===== src/rtl/tcd_map.svh =====
// Register offsets, field positions, reset values and limits.
// Included by both RTL module files of the timing command decoder.
`ifndef TCD_MAP_SVH
`define TCD_MAP_SVH

// Byte areas: one byte per aligned word, 8 words each
`define IN_PAGE     7'h00
`define OUT_PAGE    7'h02
`define A_ACK       12'h080
`define A_CFG       12'h084
`define A_YEAR      12'h088
`define A_PER       12'h08C
`define A_DIV       12'h090
`define A_OFS       12'h094
`define A_TIME      12'h098
`define A_UTC       12'h09C
`define A_LEAPT     12'h0A0

`define ACK_DONE_BIT 0
`define ACK_GO_BIT   7

`define C_MODE      8'h10
`define C_FMT       8'h11
`define C_TIME      8'h12
`define C_YEAR      8'h13
`define C_PER       8'h14
`define C_TCF       8'h15
`define C_MOD       8'h16
`define C_OFS       8'h17
`define C_UTC       8'h18
`define C_REQ       8'h19

`define M_TCODE     8'h00
`define M_FREE      8'h01
`define M_PPS       8'h02
`define M_RTC       8'h03
`define M_SAT       8'h06

`define F_BCD       1'h0
`define F_UNIX      1'h1

`define TC_A        8'h41
`define TC_B        8'h42
`define TC_I        8'h49
`define TC_N        8'h4E
`define MOD_AM      8'h4D
`define MOD_DC      8'h44

`define LEAP_DEL    8'hFF
`define LEAP_NONE   8'h00
`define LEAP_ADD    8'h01

`define YEAR_MIN    16'h07B2
`define YEAR_MAX    16'h0802
`define RST_YEAR    16'h0000
`define DAY_MAX     16'h016E
`define HOUR_MAX    8'h17
`define MIN_MAX     8'h3B
`define DIV_MIN     16'h0002
`define OFS_MAX     32'h0098967F

`define STEP_NS     100
`define JAM_NS      1000000
`define JAM_STEPS   (`JAM_NS / `STEP_NS)

`endif


===== src/rtl/tcd_pkg.sv =====
// Types shared by the timing command decoder.
// Assumes nothing beyond a SystemVerilog compiler.
package tcd_pkg;
    typedef logic [7:0] byte_type;
    typedef enum logic [1:0] {
        ST_IDLE = 2'h0,
        ST_EXEC = 2'h1,
        ST_DONE = 2'h3
    } state_type;
endpackage : tcd_pkg


===== src/rtl/major_time_keeper.sv =====
// Major time counter with deferred host load and jam-sync detection.
// Assumes one epoch pulse per second, synchronous to clk.
`timescale 1ns/1ps
`include "tcd_map.svh"
module major_time_keeper #(
    parameter int JAM_LIMIT = 10000
) (
    input  wire logic        clk,
    input  wire logic        rst,
    input  wire logic        epoch,
    input  wire logic        bcd_mode,
    input  wire logic        load,
    input  wire logic [31:0] load_value,
    input  wire logic        derive_src,
    input  wire logic        src_valid,
    input  wire logic [31:0] src_time,
    input  wire logic        jam_enable,
    input  wire logic [31:0] ref_diff,
    output logic      [31:0] major_time,
    output logic             jam_sync
);
    logic        pending;
    logic [31:0] pending_value;

    ////////////////////////////////////////////////////////////////////
    // Packed BCD-mode fields: day, hour, minute, second
    wire [5:0]  sec    = major_time[5:0];
    wire [5:0]  min    = major_time[11:6];
    wire [4:0]  hr     = major_time[16:12];
    wire [8:0]  day    = major_time[25:17];
    wire        s_wrap = sec == 6'(`MIN_MAX);
    wire        m_wrap = s_wrap & (min == 6'(`MIN_MAX));
    wire        h_wrap = m_wrap & (hr == 5'(`HOUR_MAX));
    wire        d_wrap = h_wrap & (day == 9'(`DAY_MAX));
    wire [8:0]  nday   = d_wrap ? 9'h000 : (h_wrap ? day + 9'h001 : day);
    wire [4:0]  nhr    = h_wrap ? 5'h00 : (m_wrap ? hr + 5'h01 : hr);
    wire [5:0]  nmin   = m_wrap ? 6'h00 : (s_wrap ? min + 6'h01 : min);
    wire [5:0]  nsec   = s_wrap ? 6'h00 : sec + 6'h01;
    wire [31:0] next_tick = bcd_mode ?
        {6'h00, nday, nhr, nmin, nsec} : major_time + 32'h1;
    wire        src_ovr = src_valid & derive_src;
    wire [31:0] mag = ref_diff[31] ? 32'h0 - ref_diff : ref_diff;
    wire        jam_hit = jam_enable & (mag > 32'(JAM_LIMIT));

    ////////////////////////////////////////////////////////////////////
    always_ff @(posedge clk) begin
        if (rst) begin
            major_time    <= 32'h0;
            pending       <= 1'b0;
            pending_value <= 32'h0;
            jam_sync      <= 1'b0;
        end else begin
            if (src_ovr) begin
                major_time <= src_time;
                pending    <= 1'b0;
            end else if (epoch) begin
                major_time <= pending ? pending_value : next_tick;
                pending    <= 1'b0;
            end
            // Load in the epoch cycle waits for the following epoch;
            // source time wins over a load in the same cycle
            if (load & ~src_ovr) begin
                pending       <= 1'b1;
                pending_value <= load_value;
            end
            jam_sync <= epoch & jam_hit;
        end
    end
endmodule : major_time_keeper


===== src/rtl/timing_command_decoder.sv =====
// Timing command decoder: APB-mapped command area, output area,
// handshake register and the timing configuration it maintains.
// Assumes an APB master on CLK and an epoch pulse once a second.
`timescale 1ns/1ps
`include "tcd_map.svh"
module timing_command_decoder
    import tcd_pkg::*;
#(
    parameter logic [7:0] DEFAULT_MODE = `M_TCODE
) (
    input  wire logic        CLK,
    input  wire logic        RST,
    input  wire logic        PSEL,
    input  wire logic        PENABLE,
    input  wire logic        PWRITE,
    input  wire logic [11:0] PADDR,
    input  wire logic [31:0] PWDATA,
    input  wire logic [3:0]  PSTRB,
    output logic      [31:0] PRDATA,
    output logic             PREADY,
    output logic             PSLVERR,
    input  wire logic        EPOCH,
    input  wire logic        SRC_VALID,
    input  wire logic [31:0] SRC_TIME,
    input  wire logic        JAM_ENABLE,
    input  wire logic [31:0] REF_DIFF,
    output logic      [7:0]  TIMING_MODE,
    output logic             TIME_FORMAT,
    output logic      [15:0] YEAR,
    output logic             SYNC_FLAG,
    output logic      [15:0] FIRST_DIVIDER,
    output logic      [15:0] SECOND_DIVIDER,
    output logic      [7:0]  TC_FORMAT,
    output logic      [7:0]  TC_MODULATION,
    output logic      [31:0] PROP_OFFSET,
    output logic      [31:0] MAJOR_TIME,
    output logic             JAM_SYNC
);
    state_type   state;
    state_type   next_state;
    byte_type    in_area  [8];
    byte_type    out_area [8];
    byte_type    resp     [8];
    logic        ack;
    logic        go_pend;
    logic        pready;
    logic        pslverr;
    logic [31:0] prdata;
    byte_type    mode;
    logic        fmt;
    logic [15:0] year;
    logic        sync;
    logic [15:0] div1;
    logic [15:0] div2;
    byte_type    tc_fmt;
    byte_type    tc_mod;
    logic [31:0] offset;
    logic        scale;
    byte_type    leap_cnt;
    byte_type    leap_flag;
    logic [31:0] leap_time;
    logic [31:0] major_time;
    logic        jam_sync;

    ////////////////////////////////////////////////////////////////////
    // APB decode
    wire        acc       = PSEL & PENABLE;
    wire        fire      = acc & pready;
    wire        wr        = fire & PWRITE;
    wire        aligned   = PADDR[1:0] == 2'h0;
    wire [2:0]  bidx      = PADDR[4:2];
    wire        in_hit    = aligned & (PADDR[11:5] == `IN_PAGE);
    wire        out_hit   = aligned & (PADDR[11:5] == `OUT_PAGE);
    wire        ack_hit   = PADDR == `A_ACK;
    wire        cfg_hit   = PADDR == `A_CFG;
    wire        year_hit  = PADDR == `A_YEAR;
    wire        per_hit   = PADDR == `A_PER;
    wire        div_hit   = PADDR == `A_DIV;
    wire        ofs_hit   = PADDR == `A_OFS;
    wire        time_hit  = PADDR == `A_TIME;
    wire        utc_hit   = PADDR == `A_UTC;
    wire        leapt_hit = PADDR == `A_LEAPT;
    wire        hit       = in_hit | out_hit | ack_hit | cfg_hit |
                            year_hit | per_hit | div_hit | ofs_hit |
                            time_hit | utc_hit | leapt_hit;
    wire [31:0] rd_word   =
        in_hit    ? {24'h0, in_area[bidx]} :
        out_hit   ? {24'h0, out_area[bidx]} :
        ack_hit   ? {31'h0, ack} :
        cfg_hit   ? {tc_mod, tc_fmt, 7'h00, fmt, mode} :
        year_hit  ? {16'h0, year} :
        per_hit   ? {31'h0, sync} :
        div_hit   ? {div2, div1} :
        ofs_hit   ? offset :
        time_hit  ? major_time :
        utc_hit   ? {8'h00, leap_flag, leap_cnt, 7'h00, scale} :
        leapt_hit ? leap_time : 32'h0;

    // One wait state keeps every bus output registered
    always_ff @(posedge CLK) begin
        if (RST) begin
            pready  <= 1'b0;
            prdata  <= 32'h0;
            pslverr <= 1'b0;
        end else begin
            pready  <= acc & ~pready;
            prdata  <= (acc & ~pready & ~PWRITE) ? rd_word : 32'h0;
            pslverr <= acc & ~pready & ~hit;
        end
    end

    // Input area is host-written only; no reset, host fills it first
    always_ff @(posedge CLK) begin
        if (wr & in_hit & PSTRB[0]) begin
            in_area[bidx] <= PWDATA[7:0];
        end
    end

    ////////////////////////////////////////////////////////////////////
    // Handshake register
    wire ack_wr  = wr & ack_hit & PSTRB[0];
    wire ack_clr = ack_wr & PWDATA[`ACK_DONE_BIT];
    wire go_wr   = ack_wr & PWDATA[`ACK_GO_BIT];
    wire start   = (state == ST_IDLE) & go_pend;
    wire done    = state == ST_DONE;
    wire exec    = state == ST_EXEC;

    always_ff @(posedge CLK) begin
        if (RST) begin
            ack     <= 1'b0;
            go_pend <= 1'b0;
        end else begin
            ack     <= done | (ack & ~ack_clr);
            go_pend <= go_wr | (go_pend & ~start);
        end
    end

    always_comb begin
        next_state = state;
        unique case (state)
            ST_IDLE: if (go_pend) begin
                next_state = ST_EXEC;
            end
            ST_EXEC: next_state = ST_DONE;
            ST_DONE: next_state = ST_IDLE;
            default: next_state = ST_IDLE;
        endcase
    end

    always_ff @(posedge CLK) begin
        if (RST) begin
            state <= ST_IDLE;
        end else begin
            state <= next_state;
        end
    end

    ////////////////////////////////////////////////////////////////////
    // Command field decode, most significant byte first
    wire [7:0]  id    = in_area[0];
    wire [7:0]  b1    = in_area[1];
    wire [7:0]  b3    = in_area[3];
    wire [7:0]  b5    = in_area[5];
    wire [7:0]  b6    = in_area[6];
    wire [7:0]  b7    = in_area[7];
    wire [15:0] w12   = {in_area[1], in_area[2]};
    wire [15:0] w23   = {in_area[2], in_area[3]};
    wire [15:0] w34   = {in_area[3], in_area[4]};
    wire [15:0] w45   = {in_area[4], in_area[5]};
    wire [31:0] w1234 = {in_area[1], in_area[2], in_area[3], in_area[4]};
    wire [31:0] w4567 = {in_area[4], in_area[5], in_area[6], in_area[7]};

    wire year_ok = (w12 >= `YEAR_MIN) & (w12 <= `YEAR_MAX);
    wire mode_ok = (b1 == `M_TCODE) | (b1 == `M_FREE) |
                   (b1 == `M_PPS) | (b1 == `M_RTC) | (b1 == `M_SAT);
    wire fmt_ok  = b1 <= 8'h01;
    wire bcd_ok  = year_ok & (w34 <= `DAY_MAX) &
                   (b5 <= `HOUR_MAX) & (b6 <= `MIN_MAX) &
                   (b7 <= `MIN_MAX);
    wire time_ok = (fmt == `F_UNIX) | bcd_ok;
    wire per_ok  = (b1 <= 8'h01) & (w23 >= `DIV_MIN) &
                   (w45 >= `DIV_MIN);
    wire tcf_ok  = (b1 == `TC_A) | (b1 == `TC_B) |
                   (b1 == `TC_I) | (b1 == `TC_N);
    wire mod_ok  = (b1 == `MOD_AM) | (b1 == `MOD_DC);
    wire ofs_ok  = ($signed(w1234) <= $signed(`OFS_MAX)) &
                   ($signed(w1234) >= -$signed(`OFS_MAX));
    wire utc_ok  = (b1 <= 8'h01) & ((b3 == `LEAP_DEL) |
                   (b3 == `LEAP_NONE) | (b3 == `LEAP_ADD));

    wire do_mode = exec & (id == `C_MODE) & mode_ok;
    wire do_fmt  = exec & (id == `C_FMT) & fmt_ok;
    wire do_time = exec & (id == `C_TIME) & time_ok;
    wire do_year = exec & (((id == `C_YEAR) & year_ok) |
                   (do_time & (fmt == `F_BCD)));
    wire do_per  = exec & (id == `C_PER) & per_ok;
    wire do_tcf  = exec & (id == `C_TCF) & tcf_ok;
    wire do_mod  = exec & (id == `C_MOD) & mod_ok;
    wire do_ofs  = exec & (id == `C_OFS) & ofs_ok;
    wire do_utc  = exec & (id == `C_UTC) & utc_ok;
    wire do_req  = exec & (id == `C_REQ);

    // UNIX: whole seconds; BCD: packed day/hour/minute/second
    wire [31:0] load_value = (fmt == `F_UNIX) ? w1234 :
        {6'h00, w34[8:0], b5[4:0], b6[5:0], b7[5:0]};
    // Host time only holds where no reference source drives it
    wire derive_src = (mode == `M_TCODE) | (mode == `M_RTC) |
                      (mode == `M_SAT);

    ////////////////////////////////////////////////////////////////////
    // Configuration; rejected values leave the old setting
    always_ff @(posedge CLK) begin
        if (RST) begin
            mode      <= DEFAULT_MODE;
            fmt       <= `F_UNIX;
            year      <= `RST_YEAR;
            sync      <= 1'b0;
            div1      <= `DIV_MIN;
            div2      <= `DIV_MIN;
            tc_fmt    <= `TC_B;
            tc_mod    <= `MOD_AM;
            offset    <= 32'h0;
            scale     <= 1'b0;
            leap_cnt  <= 8'h00;
            leap_flag <= `LEAP_NONE;
            leap_time <= 32'h0;
        end else begin
            if (do_mode) begin
                mode <= b1;
            end
            if (do_fmt) begin
                fmt <= b1[0];
            end
            if (do_year) begin
                year <= w12;
            end
            if (do_per) begin
                sync <= b1[0];
                div1 <= w23;
                div2 <= w45;
            end
            if (do_tcf) begin
                tc_fmt <= b1;
            end
            if (do_mod) begin
                tc_mod <= b1;
            end
            if (do_ofs) begin
                offset <= w1234;
            end
            if (do_utc) begin
                scale     <= b1[0];
                leap_cnt  <= in_area[2];
                leap_flag <= b3;
                leap_time <= w4567;
            end
        end
    end

    ////////////////////////////////////////////////////////////////////
    // Request-data response, written in the execute cycle
    always_comb begin
        for (int i = 0; i < 8; i++) begin
            resp[i] = 8'h00;
        end
        resp[0] = b1;
        unique case (b1)
            `C_MODE: resp[1] = mode;
            `C_FMT:  resp[1] = {7'h00, fmt};
            `C_TIME: {resp[1], resp[2], resp[3], resp[4]} = major_time;
            `C_YEAR: {resp[1], resp[2]} = year;
            `C_PER: begin
                resp[1] = {7'h00, sync};
                {resp[2], resp[3]} = div1;
                {resp[4], resp[5]} = div2;
            end
            `C_TCF:  resp[1] = tc_fmt;
            `C_MOD:  resp[1] = tc_mod;
            `C_OFS:  {resp[1], resp[2], resp[3], resp[4]} = offset;
            `C_UTC: begin
                resp[1] = {7'h00, scale};
                resp[2] = leap_cnt;
                resp[3] = leap_flag;
                {resp[4], resp[5], resp[6], resp[7]} = leap_time;
            end
            default: resp[1] = 8'h00;
        endcase
    end

    // Filled one cycle ahead of the acknowledge, so data is never stale
    always_ff @(posedge CLK) begin
        if (RST) begin
            for (int i = 0; i < 8; i++) begin
                out_area[i] <= 8'h00;
            end
        end else if (do_req) begin
            for (int i = 0; i < 8; i++) begin
                out_area[i] <= resp[i];
            end
        end
    end

    ////////////////////////////////////////////////////////////////////
    major_time_keeper #(
        .JAM_LIMIT  (`JAM_STEPS)
    ) u_keeper (
        .clk        (CLK),
        .rst        (RST),
        .epoch      (EPOCH),
        .bcd_mode   (fmt == `F_BCD),
        .load       (do_time),
        .load_value (load_value),
        .derive_src (derive_src),
        .src_valid  (SRC_VALID),
        .src_time   (SRC_TIME),
        .jam_enable (JAM_ENABLE),
        .ref_diff   (REF_DIFF),
        .major_time (major_time),
        .jam_sync   (jam_sync)
    );

    assign PRDATA         = prdata;
    assign PREADY         = pready;
    assign PSLVERR        = pslverr;
    assign TIMING_MODE    = mode;
    assign TIME_FORMAT    = fmt;
    assign YEAR           = year;
    assign SYNC_FLAG      = sync;
    assign FIRST_DIVIDER  = div1;
    assign SECOND_DIVIDER = div2;
    assign TC_FORMAT      = tc_fmt;
    assign TC_MODULATION  = tc_mod;
    assign PROP_OFFSET    = offset;
    assign MAJOR_TIME     = major_time;
    assign JAM_SYNC       = jam_sync;
endmodule : timing_command_decoder


===== config.mk =====
export PLATFORM = sky130hd
export DESIGN_NAME = timing_command_decoder
export DESIGN_NICKNAME = d
export VERILOG_FILES = /design/src/rtl/tcd_pkg.sv /design/src/rtl/major_time_keeper.sv /design/src/rtl/timing_command_decoder.sv
export VERILOG_INCLUDE_DIRS = /design/src /design/src/rtl
export SDC_FILE = /design/constraint.sdc
export NUM_CORES = 1
export LEC_CHECK = 0
export ABC_AREA = 1
export BUFFER_PORTS_ARGS = -buffer_cell sky130_fd_sc_hd__buf_2
export CAP_MARGIN = 20
export CORE_MARGIN = 1.5
export CORE_UTILIZATION = 28
export DETAILED_ROUTE_END_ITERATION = 6
export PLACE_DENSITY_LB_ADDON = 0.12
export SLEW_MARGIN = 10
export SYNTH_ARGS = -nofsm -noshare
export SYNTH_HDL_FRONTEND = slang
export SYNTH_HIERARCHICAL = 1
export SYNTH_SLANG_ARGS = --single-unit

===== constraint.sdc =====
create_clock -name CLK -period 14.8 [get_ports CLK]
set_clock_uncertainty 0.05 [all_clocks]
set_input_delay 4.44 -clock CLK [delete_from_list [all_inputs] [get_ports CLK]]
set_output_delay 4.44 -clock CLK [all_outputs]
set_load 0.02 [all_outputs]

* After elaboration in Yosys (flattened, before gate mapping)
Memories as Yosys holds them, arrays and structs flattened.
Index checks and enable logic that the tools add are counted.
** Operators by class
- Bitwise gates (word level) :: 95
- Order comparisons :: 12
- Add/sub/neg operators :: 6
- Equal/unequal tests :: 50
- Multiplexer cells :: 49
- Reductions and logical operators :: 17
** Operators with widths (count)
- 32-bit 2-to-1 mux :: 14
- 8-bit by 5-bit == test with 1-bit output (second input constant) :: 19
- 12-bit by 8-bit == test with 1-bit output (second input constant) :: 9
- 8-bit 2-to-1 mux :: 11
- 8-bit case mux with 9 select lines :: 1
- 16-bit case mux with 4 select lines :: 1
- 1-bit bitwise AND :: 53
- 8-bit by 7-bit == test with 1-bit output (second input constant) :: 6
- 8-bit case mux with 5 select lines :: 1
- 1-bit bitwise OR :: 34
- 32-bit by 1-bit adder with 32-bit output (second input constant) :: 1
- 16-bit by 2-bit >= comparator with 1-bit output (second input constant) :: 2
- 32-bit by 25-bit >= comparator with 1-bit output (second input constant) :: 1
- 32-bit by 14-bit greater-than comparator with 1-bit output (second input constant) :: 1
- 32-bit by 25-bit less-or-equal comparator with 1-bit output (second input constant) :: 1
- 1-bit by 32-bit subtractor with 32-bit output (first input constant) :: 1
- 8-bit by 2-bit == test with 1-bit output (second input constant) :: 3
- 8-bit zero test :: 3
- 6-bit 2-to-1 mux :: 3
- 9-bit 2-to-1 mux :: 2
- 8-bit by 1-bit == test with 1-bit output (second input constant) :: 2
- 8-bit by 3-bit == test with 1-bit output (second input constant) :: 2
- 16-bit by 11-bit >= comparator with 1-bit output (second input constant) :: 1
- 16-bit by 12-bit less-or-equal comparator with 1-bit output (second input constant) :: 1
- other kinds (31) :: 56
** Storage, ports and cells
- Register bits after elaboration :: 259
- Output and inout bits :: 173
- Bits of input ports :: 120
- Memory bits (writable) :: 128
- Word-level logic and storage cells :: 259
- Memories :: 2
** Memory list
- in_area :: depth 8, bits a word 8, rd ports 9, clocked after memory_dff 0, write ports 1, RTL line timing_command_decoder.sv:41 : byte_type in_area [8];
- out_area :: depth 8, bits a word 8, rd ports 1, clocked after memory_dff 0, write ports 8, RTL line timing_command_decoder.sv:42 : byte_type out_area [8];

* Depth between registers and ports, before layout
- Depth after elaboration :: 14
- Depth in mapped cells :: 16
- Gate-level depth less buffers :: 15

* Cells and area by module
Netlist, hierarchy kept.
** By module, submodules not included
- timing_command_decoder :: instances 1, sequential area each 7707.4 um^2, cells each 1883, area an instance 15419.8 um^2
- major_time_keeper :: instances 1, sequential area each 1321.3 um^2, cells each 927, area an instance 5303.8 um^2

* Worst setup path before layout
No wires, ideal clock.
- Path kind :: input to register
- From :: input port RST
- To :: memory out_area[0][0] in the netlist's numbering (enable)
- Stages on the path :: 4
- Data arrival time :: 7040 ps
- Path buffers :: 2
- Required time :: 13705 ps
- Slack :: 6664 ps
- Setup time :: 1045 ps
- Cell sequence :: inv_2 -> clkbuf_1 -> clkbuf_1 -> o21ai_0
** RTL lines
- start: declaration :: RTL line timing_command_decoder.sv:12 : input wire logic RST,
- end: declaration :: RTL line timing_command_decoder.sv:42

* Worst setup path in the final report
- From :: input port PADDR[4]
- To :: register prdata[5] (netlist: PRDATA[5])
** On the way
- Word-level cells in the longest chain between the ends :: 12
- Elaborated cells between the ends (all ways) :: 22
- Classes of those cells :: eq/ne: 9; mux: 11; memory: 2
** Ends and longest elaborated chain
- start: declaration :: RTL line timing_command_decoder.sv:16 : input wire logic [11:0] PADDR,
- 12-bit by 8-bit == test with 1-bit output (no source line)
- 32-bit 2-to-1 mux :: RTL line timing_command_decoder.sv:97 : leapt_hit ? leap_time : 32'h0;
- 32-bit 2-to-1 mux :: RTL line timing_command_decoder.sv:96 : utc_hit ? {8'h00, leap_flag, leap_cnt, 7'h00, scale} :
- 32-bit 2-to-1 mux :: RTL line timing_command_decoder.sv:95 : time_hit ? major_time :
- 32-bit 2-to-1 mux :: RTL line timing_command_decoder.sv:94 : ofs_hit ? offset :
- 32-bit 2-to-1 mux :: RTL line timing_command_decoder.sv:93 : div_hit ? {div2, div1} :
- 32-bit 2-to-1 mux :: RTL line timing_command_decoder.sv:92 : per_hit ? {31'h0, sync} :
- 32-bit 2-to-1 mux :: RTL line timing_command_decoder.sv:91 : year_hit ? {16'h0, year} :
- 32-bit 2-to-1 mux :: RTL line timing_command_decoder.sv:90 : cfg_hit ? {tc_mod, tc_fmt, 7'h00, fmt, mode} :
- 8-bit 2-to-1 mux :: RTL line timing_command_decoder.sv:89 : ack_hit ? {31'h0, ack} :
- 8-bit 2-to-1 mux :: RTL line timing_command_decoder.sv:88 : out_hit ? {24'h0, out_area[bidx]} :
- 8-bit 2-to-1 mux * :: RTL line timing_command_decoder.sv:87 : in_hit ? {24'h0, in_area[bidx]} :
- end signal: assignment :: RTL line timing_command_decoder.sv:107 : prdata <= (acc & ~pready & ~PWRITE) ? rd_word : 32'h0;
- end: declaration :: RTL line timing_command_decoder.sv:48 : logic [31:0] prdata;
Mark *: on every way between the ends. The rest lies on a longest branch, timed or not.
A chain may end at the register's enable or synchronous reset.

==> flow_summary.ini <==
[placement]
portBuffers = 265
dp_hpwl_um = 84200
place_congestion = 0.976

[floorplanning]
rows = 99
start_util_pct = 28.4
die_area_um2 = 75700
die_x_um = 275
core-area_um2 = 73100
dieHeight_um = 275
io_pins = 293

[setup_path]
arrival_ns = 8.16
worstPathMaxFanout = 36
worst_setup_path_end_kind = register
startpoint_type = input port
r2r_cells = 11
rr_startpoint = TIMING_MODE[0]
worst_r2r_endpoint = u_keeper/pending_value[1]
rrSetupSlack_ns = 10.30
cp.required_ns = 15.25
crit_type = in2reg

[synth]
syn-mean-instance-area_um2 = 7.37
yosysTopAreaCell = dfxtp_1
synth.cell_area_um2 = 20700
synth_seq_cells = 387
synth_seq_area_share_pct = 43.6
synth_edf_count = 128
synthArstFlopShare_pct = 0
synth.net_count = 2935
netlist.area_leader.share_pct = 25.0
ys_types = 64
synthCells = 2810
ys.flop_type = dfxtp_1
yosysWarnings = 6
synth_area_leaders = dfxtp_1, edfxtp_1, nand2_1

[cts]
htreeDepth = 2
ctsLongestPathBuffers = 3
cts.clk_slew.worst_paths_ns = 0.06
worstSkewPairLatency_ns = 0.62
cts_resized = 0
cts_hold_buf = 0
cts-buffers-inserted = 48
cts_tree = done
post_cts_buffers = 0
cts_root_buf = clkbuf_16
cts.sinks = 387

[outcome]
outcome = finished, violations left
violations = DRC

[detailed_routing]
postRouteAntennaNets = 0
via_per_inst = 5.44
wl_per_cell_um = 27.4
drc_errors = 13
drtIter0Drc = 2805
drt_first_pass_iters = 7
totalWireLength_um = 110000
num_vias = 21882

[layout]
drive_gt1_share_pct = 15.9
synthToLayoutAreaGrowth_pct = 18.4
diodes = 0
fillers = 7975
layout.nets = 3146

[timing]
max_freq_mhz = 130
period_share_pct = 52.1
final_max_slew_viol_count = 0
hold_viol = 0
fin_hold_ws_ns = 0.405
tns_ns = 0
slew_headroom_pct = 26.4
period_minus_slack_ns = 7.71
rsz0062_at_grt = no
tightest_slew_ns = 1.10
setup_violations = 0

[grt]
grtUsageTotal_pct = 28.4
grt_overflow = 0
grt_pass1_wl_um = 153000
grt_pass1_vias = 20395
grt_max_degree = 75
antenna_found_initial = 5

[power]
vdd_drop_max_uv = 75.0
power.density_nw_per_um2 = 103
finalPower_mw = 2.53
leakage_nw = 9.82

[hold_path]
hold_path_class = reg2reg
hold_depth = 2
hold_start = u_keeper/pending_value[0]
holdPathEnd = u_keeper/pending_value[0]

[job]
maxCapViolCount = 0
-- cell usage after synthesis (7+ instances only) --
cell,number
a211oi_1,14
a21oi_1,211
a221oi_1,25
a22oi_1,35
a31oi_1,8
buf_1,8
buf_2,42
buf_4,7
clkbuf_1,77
dfxtp_1,259
edfxtp_1,128
inv_1,333
inv_2,28
nand2_1,504
nand2_2,13
nand3_1,176
nand4_1,41
nor2_1,351
nor2_2,21
nor2_4,11
nor3_1,33
nor4_1,7
o2111ai_1,15
o211ai_1,33
o21ai_0,220
o21ai_1,10
o221ai_1,26
o22ai_1,61
xor2_1,21
-- where the power goes --
part / switching, mW / leakage (nW) / internal [mW]
clock: 0.517 / 0.783 / 0.706
sequential: 0.0235 / 3.33 / 1.11
combinational: 0.123 / 5.70 / 0.0498
total: 0.664 / 9.82 / 1.86
-- sequential cells by signal (all words and copies together), names as in the netlist, 2 cells and up --
signal,count
SECOND_DIVIDER,16
PROP_OFFSET,32
FIRST_DIVIDER,16
YEAR,16
in_area,64
out_area,64
leap_flag,8
TC_FORMAT,8
u_keeper/pending_value,32
state,2
u_keeper/major_time,32
leap_cnt,8
PRDATA,32
TIMING_MODE,8
leap_time,32
TC_MODULATION,8
-- stage by stage --
step / cell area (um^2) / std cells / setup slack (ns) / utilization (%)
final: 24500 / 4020 / 7.09 / 33.6
after global routing: 24500 / 4020 / 6.90 / 33.6
after CTS: 24500 / 4017 / 7.18 / 33.5
after detailed placement: 22900 / 3927 / 6.55 / 31.3
after global placement: 22900 / 3925 / 6.57 / 31.3
after floorplan: 20700 / 2810 / 6.66 / -
-- how the worst max path moves through the flow --
stage          slack [ns]             end     start
3_5_place_dp         6.55       PRDATA[5]  PADDR[4]
4_1_cts              7.18       PRDATA[5]  PADDR[4]
2_1_floorplan        6.66  out_area[0][0]       RST
3_3_place_gp         6.57       PRDATA[5]  PADDR[4]
5_1_grt              6.90       PRDATA[5]  PADDR[4]
6_report             7.09       PRDATA[5]  PADDR[4]
-- metal layers --
| metal | share of wire, % | global-route usage [%] |
|---|---|---|
| met1 | 44 | 39.8 |
| met2 | 44 | 43.9 |
| met3 | 8.1 | 4.86 |
| met4 | 3.6 | 9.65 |
| met5 | 0 | 0 |
-- cells by family after synthesis --
logic type	count (synthesis)	share of synthesized area, %
and+or+nand+nor	1194	25.3
AOI/OAI and AO/OA	692	20.0
buffers and inverters	507	9.80
DFF	387	43.6
xor gates and xnor gates	25	1.06
adders and majority gates	5	0.302
-- cell type report --
cell class              instances  area, um^2  area share [%]
well taps                     959        1200            4.89
inverters                     366        1380            5.61
repair buffers                302        1630            6.63
flip-flops and latches        387        9030            36.8
multi-input cells            1916        9690            39.5
clock inverters                26         264            1.08
clock buffers                  64        1360            5.53
-- worst max-delay path, stage by stage --
cell     delay [ns]
buf_2          0.53
inv_2          0.41
nor2_1         0.18
nand2_1        0.13
nor2_4         0.34
nand2_1        0.14
nor2_2         0.18
nand2_2        0.51
inv_2          0.43
a21oi_1        0.12
nand3_1        0.18
nand2_1        0.12
nand2_1        0.10
nand3_1        0.15
nand2_1        0.10
inv_1          0.05
-- layout by cell type, fill, tap and decap left out, drive strengths merged, types with 2 or more instances in the layout --
| cell | count |
|---|---|
| nor4 | 11 |
| clkinvlp | 4 |
| buf | 302 |
| nand3b | 4 |
| o31ai | 2 |
| a22oi | 35 |
| o2111ai | 15 |
| o22ai | 61 |
| ha | 5 |
| nor2 | 383 |
| a21o | 2 |
| nand3 | 181 |
| o221ai | 26 |
| and2 | 3 |
| xnor2 | 4 |
| inv | 369 |
| nand2 | 517 |
| a21oi | 215 |
| and3 | 4 |
| a221oi | 25 |
| nor3 | 41 |
| bufinv | 3 |
| a31oi | 8 |
| o21ai | 232 |
| clkbuf | 64 |
| a2111oi | 2 |
| edfxtp | 128 |
| or2 | 6 |
| o311ai | 6 |
| clkinv | 16 |
| a211oi | 20 |
| dfxtp | 259 |
| xor2 | 21 |
| o211ai | 33 |
| o21bai | 4 |
| nand4 | 42 |
(Power assumes the default switching activity.)
